### src/lut_cell_pkg.sv
// Behaviour
// - six-input function: same five signals on both ports, carry port adds sixth, result f1
// - mux combine: f1 is upper half result when sixth input high, else lower
// - every quarter table owns a carry net into the next quarter table; the top one feeds carry_out and o4 instead
// - ripple mode: operands on a[3:0] and b[3:0], one result per quarter on f[3:0]
// - lowest ripple input from ripple-in: fast route, b4, one or zero
// - top carry goes to carry_out, to o4, or to both
// - direction or operation control on a4 steers every ripple stage
// - each quarter makes result bit plus propagate choice between pass and generate
// - memory mode: each half table is a 16 word by 2 bit memory
// - as 16x4 memory a4 and b4 are write strobes, direct data is write data
// - memory read data may go to unit outputs or storage element inputs
// - one half may be memory while the other is a five-input function
// - each element: positive or negative latch, rising or falling flip-flop
// - one common clock with polarity, one common data source selection
// - with no table, direct or pad source the element data input is zero
// - storage outputs can be placed on the five unit outputs
// - clock enable only on flip-flops, as a new-or-held data multiplexer
// - inactive clock enable holds value unless asynchronous set or reset
// - clock enable and local set/reset polarities are configurable
// - synchronous local set/reset acts at a flip-flop edge with clock enable active, or while a latch is open
// - active-low global set/reset is asynchronous; per-element bit picks set or clear
// - unused local set/reset may select table output or direct data
// - outer-ring elements also take pad fast paths; both only in corner cells
// - clock enable may be turned off so every active clock counts
// - local set/reset is off by default and covers all four elements
package lut_cell_pkg;

	localparam int QT_BITS    = 16;
	localparam int TABLE_BITS = 64;
	localparam int NUM_ELEM   = 4;
	localparam int NUM_OUT    = 5;

	localparam logic [TABLE_BITS-1:0] TABLE_RESET = 64'h0;
	localparam logic                  STATE_RESET = 1'h0;

	// quarter table numbers, upper half holds 2 and 3
	localparam logic [1:0] QT_B0 = 2'h0;
	localparam logic [1:0] QT_B1 = 2'h1;
	localparam logic [1:0] QT_A2 = 2'h2;
	localparam logic [1:0] QT_A3 = 2'h3;

	// ripple quarter layout: low 8 bits sum, then propagate, then generate
	localparam logic [1:0] RIP_PROP = 2'h2;
	localparam logic [1:0] RIP_GEN  = 2'h3;

	typedef enum logic [1:0] {
		HALF_FUNC5  = 2'b00,
		HALF_FUNC4  = 2'b01,
		HALF_MEMORY = 2'b10
	} half_mode_t;

	typedef enum logic [1:0] {
		COMBINE_NONE = 2'b00,
		COMBINE_MUX  = 2'b01,
		COMBINE_XOR  = 2'b10
	} combine_t;

	typedef enum logic [1:0] {
		RIN_FAST = 2'b00,
		RIN_B4   = 2'b01,
		RIN_ONE  = 2'b10,
		RIN_ZERO = 2'b11
	} ripple_in_t;

	typedef enum logic [1:0] {
		LSR_OFF    = 2'b00,
		LSR_SYNC   = 2'b01,
		LSR_ASYNC  = 2'b10,
		LSR_SELECT = 2'b11
	} lsr_mode_t;

	typedef enum logic [2:0] {
		SRC_ZERO     = 3'b000,
		SRC_TABLE    = 3'b001,
		SRC_DIRECT   = 3'b010,
		SRC_PAD_SIDE = 3'b011,
		SRC_PAD_TB   = 3'b100
	} data_src_t;

	typedef enum logic [1:0] {
		O4_ZERO  = 2'b00,
		O4_CARRY = 2'b01,
		O4_STORE = 2'b10
	} out4_t;

	typedef struct packed {
		half_mode_t           upper_mode;
		half_mode_t           lower_mode;
		combine_t             combine;
		logic                 ripple_en;
		logic                 updown_en;
		ripple_in_t           ripple_in;
		logic                 carry_out_en;
		out4_t                o4_src;
		logic [1:0]           o4_store_idx;
		logic [NUM_ELEM-1:0]  out_from_store;
		data_src_t            data_src;
		lsr_mode_t            lsr_mode;
		logic                 ck_invert;
		logic                 ce_used;
		logic                 ce_invert;
		logic                 lsr_invert;
		logic [NUM_ELEM-1:0]  elem_latch;
		logic [NUM_ELEM-1:0]  elem_neg;
		logic [NUM_ELEM-1:0]  elem_set;
	} cfg_t;

	typedef struct packed {
		logic [4:0]          a;
		logic [4:0]          b;
		logic [NUM_ELEM-1:0] direct_data_in;
		logic                carry_or_sixth_input;
	} data_in_t;

	typedef struct packed {
		logic ck;
		logic ce;
		logic lsr;
		logic gsr_n;
	} control_t;

endpackage

### src/storage_element.sv
`timescale 1ns/10ps
module storage_element (
	input  wire logic clock,
	input  wire logic rst,
	input  wire logic ck_level,
	input  wire logic is_latch,
	input  wire logic ce_active,
	input  wire logic sync_sr,
	input  wire logic async_sr,
	input  wire logic set_value,
	input  wire logic d,
	output logic      q
);
	import lut_cell_pkg::*;

	logic ck_prev;
	logic state;
	logic next_state;

	// ----------------------------------------
	// cell clock tracking
	// ----------------------------------------
	always_ff @(posedge clock) begin
		if (rst) begin
			ck_prev <= STATE_RESET;
		end else begin
			ck_prev <= ck_level;
		end
	end

	// ----------------------------------------
	// storage
	// ----------------------------------------
	always_comb begin
		next_state = state;
		if (is_latch) begin
			if (ck_level) begin
				next_state = sync_sr ? set_value : d;
			end
		end else if (ck_level && !ck_prev && ce_active) begin
			next_state = sync_sr ? set_value : d;
		end
	end

	always_ff @(posedge clock) begin
		if (rst) begin
			state <= STATE_RESET;
		end else if (async_sr) begin
			state <= set_value;
		end else begin
			state <= next_state;
		end
	end

	// asynchronous set/reset shows at once, not after the next edge
	assign q = async_sr ? set_value : state;
endmodule

### src/function_unit.sv
`timescale 1ns/10ps
module function_unit #(
	parameter bit IN_SIDE_RING = 1'b0,
	parameter bit IN_TB_RING   = 1'b0
) (
	input  wire logic                            clock,
	input  wire logic                            rst,
	input  wire lut_cell_pkg::cfg_t              cfg,
	input  wire logic                            table_load,
	input  wire logic [lut_cell_pkg::TABLE_BITS-1:0] table_init,
	input  wire lut_cell_pkg::data_in_t          din,
	input  wire lut_cell_pkg::control_t          ctl,
	input  wire logic [lut_cell_pkg::NUM_ELEM-1:0] pad_side,
	input  wire logic [lut_cell_pkg::NUM_ELEM-1:0] pad_tb,
	input  wire logic                            carry_in_fast,
	output logic      [lut_cell_pkg::NUM_OUT-1:0]  o,
	output logic                                 carry_out
);
	import lut_cell_pkg::*;

	logic [TABLE_BITS-1:0] table_bits;
	logic [NUM_ELEM-1:0]   f;
	logic [NUM_ELEM-1:0]   q;
	logic [NUM_ELEM-1:0]   ripple_sum;
	logic [NUM_ELEM:0]     carry;
	logic [NUM_ELEM-1:0]   upper_f;
	logic [NUM_ELEM-1:0]   lower_f;
	logic                  ck_eff;
	logic                  ck_prev;
	logic                  ck_edge;
	logic                  we_upper;
	logic                  we_lower;
	logic                  lsr_act;
	logic                  ce_act;
	logic                  sync_sr;
	logic                  async_sr;
	logic                  dir_ctl;
	logic                  half_a5;
	logic                  half_b5;
	logic                  carry_seed;
	logic                  out4;

	// ----------------------------------------
	// helpers
	// ----------------------------------------
	function automatic logic pick_data(
		input data_src_t src,
		input logic      from_table,
		input logic      from_direct,
		input logic      from_side,
		input logic      from_tb
	);
		logic r;
		r = 1'b0;
		unique case (src)
			SRC_TABLE:    r = from_table;
			SRC_DIRECT:   r = from_direct;
			SRC_PAD_SIDE: r = IN_SIDE_RING ? from_side : 1'b0;
			SRC_PAD_TB:   r = IN_TB_RING ? from_tb : 1'b0;
			SRC_ZERO:     r = 1'b0;
			default:      r = 1'b0;
		endcase
		return r;
	endfunction

	// ----------------------------------------
	// cell clock and control polarity
	// ----------------------------------------
	assign ck_eff  = ctl.ck ^ cfg.ck_invert;
	assign ck_edge = ck_eff & ~ck_prev;

	always_ff @(posedge clock) begin
		if (rst) begin
			ck_prev <= STATE_RESET;
		end else begin
			ck_prev <= ck_eff;
		end
	end

	assign lsr_act = ctl.lsr ^ cfg.lsr_invert;
	// disabled clock enable means every active edge counts
	assign ce_act  = cfg.ce_used ? (ctl.ce ^ cfg.ce_invert) : 1'b1;
	assign sync_sr = (cfg.lsr_mode == LSR_SYNC) & lsr_act;
	assign async_sr = ~ctl.gsr_n | ((cfg.lsr_mode == LSR_ASYNC) & lsr_act);

	// ----------------------------------------
	// table storage and memory writes
	// ----------------------------------------
	assign we_upper = !cfg.ripple_en && cfg.upper_mode == HALF_MEMORY && din.a[4];
	assign we_lower = !cfg.ripple_en && cfg.lower_mode == HALF_MEMORY && din.b[4];

	// writes follow the cell clock edge so memory behaves like a synchronous ram
	always_ff @(posedge clock) begin
		if (rst) begin
			table_bits <= TABLE_RESET;
		end else if (table_load) begin
			table_bits <= table_init;
		end else if (ck_edge) begin
			if (we_upper) begin
				table_bits[{QT_A2, din.a[3:0]}] <= din.direct_data_in[2];
				table_bits[{QT_A3, din.a[3:0]}] <= din.direct_data_in[3];
			end
			if (we_lower) begin
				table_bits[{QT_B0, din.b[3:0]}] <= din.direct_data_in[0];
				table_bits[{QT_B1, din.b[3:0]}] <= din.direct_data_in[1];
			end
		end
	end

	// ----------------------------------------
	// ripple chain
	// ----------------------------------------
	assign dir_ctl = cfg.updown_en & din.a[4];

	always_comb begin
		unique case (cfg.ripple_in)
			RIN_FAST: carry_seed = carry_in_fast;
			RIN_B4:   carry_seed = din.b[4];
			RIN_ONE:  carry_seed = 1'b1;
			RIN_ZERO: carry_seed = 1'b0;
		endcase
	end

	// seed kept apart so the chain vector has one kind of driver
	assign carry[0] = carry_seed;

	genvar gi;
	generate
		for (gi = 0; gi < NUM_ELEM; gi++) begin : g_ripple
			logic [QT_BITS-1:0] qbits;
			logic               op_b;
			logic               prop;
			logic               gen;

			assign qbits = table_bits[gi*QT_BITS +: QT_BITS];
			// a4 flips the second operand in every stage
			assign op_b = din.b[gi] ^ dir_ctl;
			assign ripple_sum[gi] = qbits[{1'b0, carry[gi], din.a[gi], op_b}];
			assign prop = qbits[{RIP_PROP, din.a[gi], op_b}];
			assign gen  = qbits[{RIP_GEN, din.a[gi], op_b}];
			assign carry[gi+1] = prop ? carry[gi] : gen;
		end
	endgenerate

	// ----------------------------------------
	// half table reads
	// ----------------------------------------
	assign half_a5 = table_bits[{1'b1, din.a[4:0]}];
	assign half_b5 = table_bits[{1'b0, din.b[4:0]}];

	// upper half drives f3 and f2
	always_comb begin
		upper_f = '0;
		unique case (cfg.upper_mode)
			HALF_FUNC5: begin
				upper_f[3] = half_a5;
			end
			HALF_FUNC4: begin
				upper_f[3] = table_bits[{QT_A3, din.a[3:1], din.a[4]}];
				upper_f[2] = table_bits[{QT_A2, din.a[3:0]}];
			end
			HALF_MEMORY: begin
				upper_f[3] = table_bits[{QT_A3, din.a[3:0]}];
				upper_f[2] = table_bits[{QT_A2, din.a[3:0]}];
			end
			default: begin
				upper_f = '0;
			end
		endcase
	end

	// lower half drives f1 and f0
	always_comb begin
		lower_f = '0;
		unique case (cfg.lower_mode)
			HALF_FUNC5: begin
				lower_f[0] = half_b5;
			end
			HALF_FUNC4: begin
				lower_f[1] = table_bits[{QT_B1, din.b[3:1], din.b[4]}];
				lower_f[0] = table_bits[{QT_B0, din.b[3:0]}];
			end
			HALF_MEMORY: begin
				lower_f[1] = table_bits[{QT_B1, din.b[3:0]}];
				lower_f[0] = table_bits[{QT_B0, din.b[3:0]}];
			end
			default: begin
				lower_f = '0;
			end
		endcase
	end

	// ----------------------------------------
	// table outputs and combine gates
	// ----------------------------------------
	always_comb begin
		f = upper_f | lower_f;
		if (cfg.ripple_en) begin
			// ripple mode takes the whole table
			f = ripple_sum;
		end else if (cfg.upper_mode == HALF_FUNC5 && cfg.lower_mode == HALF_FUNC5) begin
			unique case (cfg.combine)
				COMBINE_MUX: begin
					// six inputs when both ports carry the same five signals
					f[1] = din.carry_or_sixth_input ? f[3] : f[0];
					f[2] = ~(f[3] & f[0] & din.carry_or_sixth_input);
				end
				COMBINE_XOR: begin
					f[1] = f[3] ^ f[0] ^ din.carry_or_sixth_input;
					f[2] = ~(f[3] & f[0] & din.carry_or_sixth_input);
				end
				COMBINE_NONE: begin
					f[1] = 1'b0;
				end
				default: begin
					f[1] = 1'b0;
				end
			endcase
		end
	end

	// ----------------------------------------
	// storage elements
	// ----------------------------------------
	generate
		for (gi = 0; gi < NUM_ELEM; gi++) begin : g_store
			logic d;

			always_comb begin
				if (cfg.lsr_mode == LSR_SELECT) begin
					// select mode reuses lsr as the front-end data choice
					d = lsr_act ? din.direct_data_in[gi] : f[gi];
				end else begin
					d = pick_data(cfg.data_src, f[gi], din.direct_data_in[gi],
						pad_side[gi], pad_tb[gi]);
				end
			end

			storage_element u_elem (
				.clock     (clock),
				.rst       (rst),
				.ck_level  (ck_eff ^ cfg.elem_neg[gi]),
				.is_latch  (cfg.elem_latch[gi]),
				.ce_active (ce_act),
				.sync_sr   (sync_sr),
				.async_sr  (async_sr),
				.set_value (cfg.elem_set[gi]),
				.d         (d),
				.q         (q[gi])
			);
		end
	endgenerate

	// ----------------------------------------
	// unit outputs
	// ----------------------------------------
	generate
		for (gi = 0; gi < NUM_ELEM; gi++) begin : g_out
			// table outputs bypass the storage for the shortest path
			assign o[gi] = cfg.out_from_store[gi] ? q[gi] : f[gi];
		end
	endgenerate

	always_comb begin
		unique case (cfg.o4_src)
			O4_CARRY: out4 = cfg.ripple_en & carry[NUM_ELEM];
			O4_STORE: out4 = q[cfg.o4_store_idx];
			O4_ZERO:  out4 = 1'b0;
			default:  out4 = 1'b0;
		endcase
	end

	assign o[4] = out4;

	assign carry_out = cfg.ripple_en & cfg.carry_out_en & carry[NUM_ELEM];

endmodule

### config.mk
export PLATFORM = sky130hd
export DESIGN_NAME = function_unit
export DESIGN_NICKNAME = d
export VERILOG_FILES = /design/src/lut_cell_pkg.sv /design/src/storage_element.sv /design/src/function_unit.sv
export SDC_FILE = /design/constraint.sdc
export NUM_CORES = 1
export LEC_CHECK = 0
export ABC_AREA = 1
export ABC_CLOCK_PERIOD_IN_PS = 7400
export BUFFER_PORTS_ARGS = -buffer_cell sky130_fd_sc_hd__buf_4
export CAP_MARGIN = 20
export CORE_MARGIN = 2
export CORE_UTILIZATION = 55
export DETAILED_ROUTE_END_ITERATION = 8
export GPL_TIMING_DRIVEN = 0
export PLACE_DENSITY = 0.82
export SLEW_MARGIN = 20
export SYNTH_ARGS = -nofsm -noshare
export SYNTH_HDL_FRONTEND = slang
export SYNTH_SLANG_ARGS = --single-unit
### constraint.sdc
create_clock -name clock -period 7.4 [get_ports clock]
set_input_delay 0 -clock clock [delete_from_list [all_inputs] [get_ports clock]]
set_output_delay 0 -clock clock [all_outputs]
set_load 0.02 [all_outputs]
==> run metrics <==
Most used DFF post-synth=dfxtp_1; setup ws final=between 4 and 5 ns; Critical R2R Launch=table_bits[34]; delay-heaviest family, CP=simple AND/OR/NAND/NOR gates; Worst-Margin Slew=0.7224 ns; initial drt markers=approximately 1,100; Num CTS Buffers=9; syn_nets=roughly 1,200; Die W=108.0 um; first-pass GRT wire length=between 30 and 40 mm; detailed placement HPWL=about 16 mm; initial core utilization=57.09%; ANT nets after route=0; routed vias=8,308; Buf/Inv on CP=2; Metal-1 WL=9.383 mm; PwrDens=145.0 nW/um^2; final core occ=77.25%; Tot Pwr=1167 uW; R2R cell count=26; Yosys top cell area share=24.57%; max layer used=met4; post-DR wirelength/cell=around 17 um; critical path endpoint category=output pin; initial antenna violation count=0; CTS Hold Bufs=74; DRC=0; post-synth top area cell=dfxtp_1; internal reg-to-reg setup slack=4.60 ns; Post-Syn Area=slightly below 6000 um^2; H-tree lvl count=3; clock tree root driver cell=clkbuf_8; Top Ports=141; number of cells on the critical path=21; Site Rows=37; GRT Util Overall=42.50%; Reg clk slew, reported paths=0.08 ns; Hold Fails Final Rpt=0; CTS Sinks=73; Post-Route Setup TNS=0 ns; critical path, cell by cell=nand2_1 -> nand2_1 -> nand2_1 -> nand2_1 -> nand2_1 -> nand2_1 -> nor2_1 -> nand2_1 -> nand3_1 -> nand2_1 -> nand2_1 -> inv_1 -> ha_1 -> or2_2 -> nand3_1 -> nand2_1 -> nand2_1 -> nand2_1 -> nand2_1 -> o21ai_0 -> buf_4; area grow syn2layout=35.30%; CORE AREA=10,420 um^2; CTS-repair resized insts=0; Period Utilization, post-route=between 30% and 40%; crit-path most repeated cell=nand2_1; Final Hold Slack=0.04627 ns; Die Ht=roughly 110 um; Slowest-stage cell, CP=dfxtp_1; Area contributors post-synth=dfxtp_1, nand2_1, o21ai_0; worst stage delay on the critical path=0.35 ns; Mean Syn Cell Area=roughly 5.7 um^2; Slew HR=approximately half; synthesis-stage register bit count=between 70 and 80; Leak=between 0.003 and 0.004 uW; Yosys warning total=0; CP arrival=2.91 ns; DRT Pass-1 Iters=6; min cycle time layout=~2.9 ns; Final Skew=0.01123 ns; distinct cell type count after synthesis=43; metal2 WL=10.76 mm; Max Fanout on Critical Path=3; Critical R2R Capture=g_store[1].u_elem.state; Post-synth EDFFs=0; status=finished clean; crit path launch=table_bits[34]; post-CTS setup repair buffer count=0; Max Slew Vio Count=0; # fillers=846; Antenna Cells=0; critical path class=reg2out; nets@finish=1,410; Worst setup SP type=flop; I/O Buffers=130; max-cap viol count=0; Peak supply drop=0.0001601 V; Clk Latency, worst-skew pair=0.39 ns; met3 WL=3.396 mm; gp weighted congestion=0.9761; crit path to=o[1]; largest net degree at the start of global routing=13; Hold/Removal Path Class=in2reg; CP Data Required Time=7.40 ns; Place WS=4.543 ns; sequential fraction of the synthesis area=24.57%; number of vias per cell=5.926; CTS tree=built; Routed Wire Length=24.52 mm; largest buffer count on any clock path=2; Synth Instances=1,047; total congestion overflow=0; full die area=11,660 um^2; RSZ-0062 raised after global routing=no; Max Fclk=roughly 0.34 GHz; vias in the first global route=just under 8,000; Synth async-reset ratio=0%; fraction of layout cells with a size suffix above 1=roughly 14%; final setup fails=0
-- state kept, by name (all words and copies together) (netlist names) --
signal,count
table_bits,64
g_store.u_elem.ck_prev,4
g_store.u_elem.state,4
ck_prev,1
-- synth_stat cells (2+ instances only) --
| cell | count |
|---|---|
| nand2_1 | 308 |
| o21ai_0 | 161 |
| a21oi_1 | 156 |
| nor2_1 | 123 |
| inv_1 | 76 |
| dfxtp_1 | 73 |
| clkbuf_1 | 29 |
| nand3_1 | 25 |
| ha_1 | 13 |
| buf_2 | 9 |
| o22ai_1 | 9 |
| o21bai_1 | 5 |
| or2_2 | 5 |
| buf_4 | 4 |
| inv_2 | 4 |
| o21ai_1 | 4 |
| xor2_1 | 4 |
| nand4_1 | 3 |
| nor3_1 | 3 |
| buf_6 | 2 |
| clkinv_1 | 2 |
| nand2_2 | 2 |
| nand2_4 | 2 |
| nand3b_1 | 2 |
| nor2_4 | 2 |
| o211ai_1 | 2 |
| o211ai_2 | 2 |
| xor2_2 | 2 |
-- worst min path at each step --
stage          cells after the start  slack [ns]                        end  startpoint
2_1_floorplan                      1        0.13                       o[2]     cfg[23]
3_3_place_gp                       3        0.26  g_store[3].u_elem.ck_prev      cfg[7]
3_5_place_dp                       3        0.26  g_store[1].u_elem.ck_prev      cfg[5]
4_1_cts                            4        0.04    g_store[0].u_elem.state      cfg[8]
5_1_grt                            5        0.06    g_store[0].u_elem.state      cfg[0]
6_report                           3        0.05                    ck_prev      ctl[3]
-- metrics by stage --
stage / instances / cell area, um^2
detailed placement: 1313 / 7093
global placement: 1313 / 7093
floorplan: 1047 / 5947
global route: 1402 / 8046
finish: 1402 / 8046
CTS: 1402 / 8046
-- tightest hold or removal path: cells and delay by family --
family,cells,cell delay [ns]
AND/OR/NAND/NOR,1,0.13
buffers and inverters,1,0.08
XOR/XNOR,1,0.18
-- layout make-up --
class,count,area [um^2],area share [%]
multi-input cells,846,3960,49.21
repair buffers,204,1717,21.33
flip-flops and latches,73,1461,18.16
inverters,84,319.1,3.965
plain buffers,44,206.4,2.566
well taps,136,170.2,2.115
clock buffers,12,165.2,2.053
clock inverters,3,47.55,0.5909
-- cells in the final DEF, fill, tap and decap left out, types with 2 or more instances in the layout --
master / count
buf_2: 9
dfxtp_1: 73
xor2_2: 2
nand3_1: 25
clkinv_1: 2
xor2_1: 4
o21ai_0: 161
inv_2: 4
nor3_1: 3
nand4_1: 3
nand2_2: 2
dlygate4sd3_1: 74
nand2_1: 308
o21ai_1: 4
o21bai_1: 5
or2_2: 5
nand3b_1: 2
nor2_4: 2
o22ai_1: 9
ha_1: 13
buf_4: 134
clkbuf_1: 29
inv_1: 76
a21oi_1: 156
nand2_4: 2
clkbuf_8: 12
o211ai_1: 2
nor2_1: 123
buf_6: 2
o211ai_2: 2
-- cells by family (layout without fill, tap and decap cells) --
| logic type | count (synthesis) | in the layout | synth area share [%] |
|---|---|---|---|
| adders and majority gates | 13 | 13 | 2.735 |
| xor gates and xnor gates | 7 | 7 | 1.283 |
| buffers and inverters | 128 | 347 | 8.836 |
| DFF | 73 | 73 | 24.57 |
| muxes | 1 | 1 | 0.1893 |
| AOI/OAI and AO/OA | 346 | 346 | 30.34 |
| and+or+nand+nor | 479 | 479 | 32.04 |
-- power by group --
part           total (uW)  switching (uW)  leakage, uW  internal (uW)
registers             445            25.2     0.000605            420
logic                 369             213      0.00299            156
clock network         352             169     0.000109            183
-- routing by layer --
layer | vias up | GRT usage [%]
met3 | 102 | 12.84
met1 | 3687 | 52.80
li1 | 3892 | -
met4 | 0 | 18.32
met2 | 627 | 68.28
met5 | - | 0
Note: power is estimated with default switching activity, not from simulation.
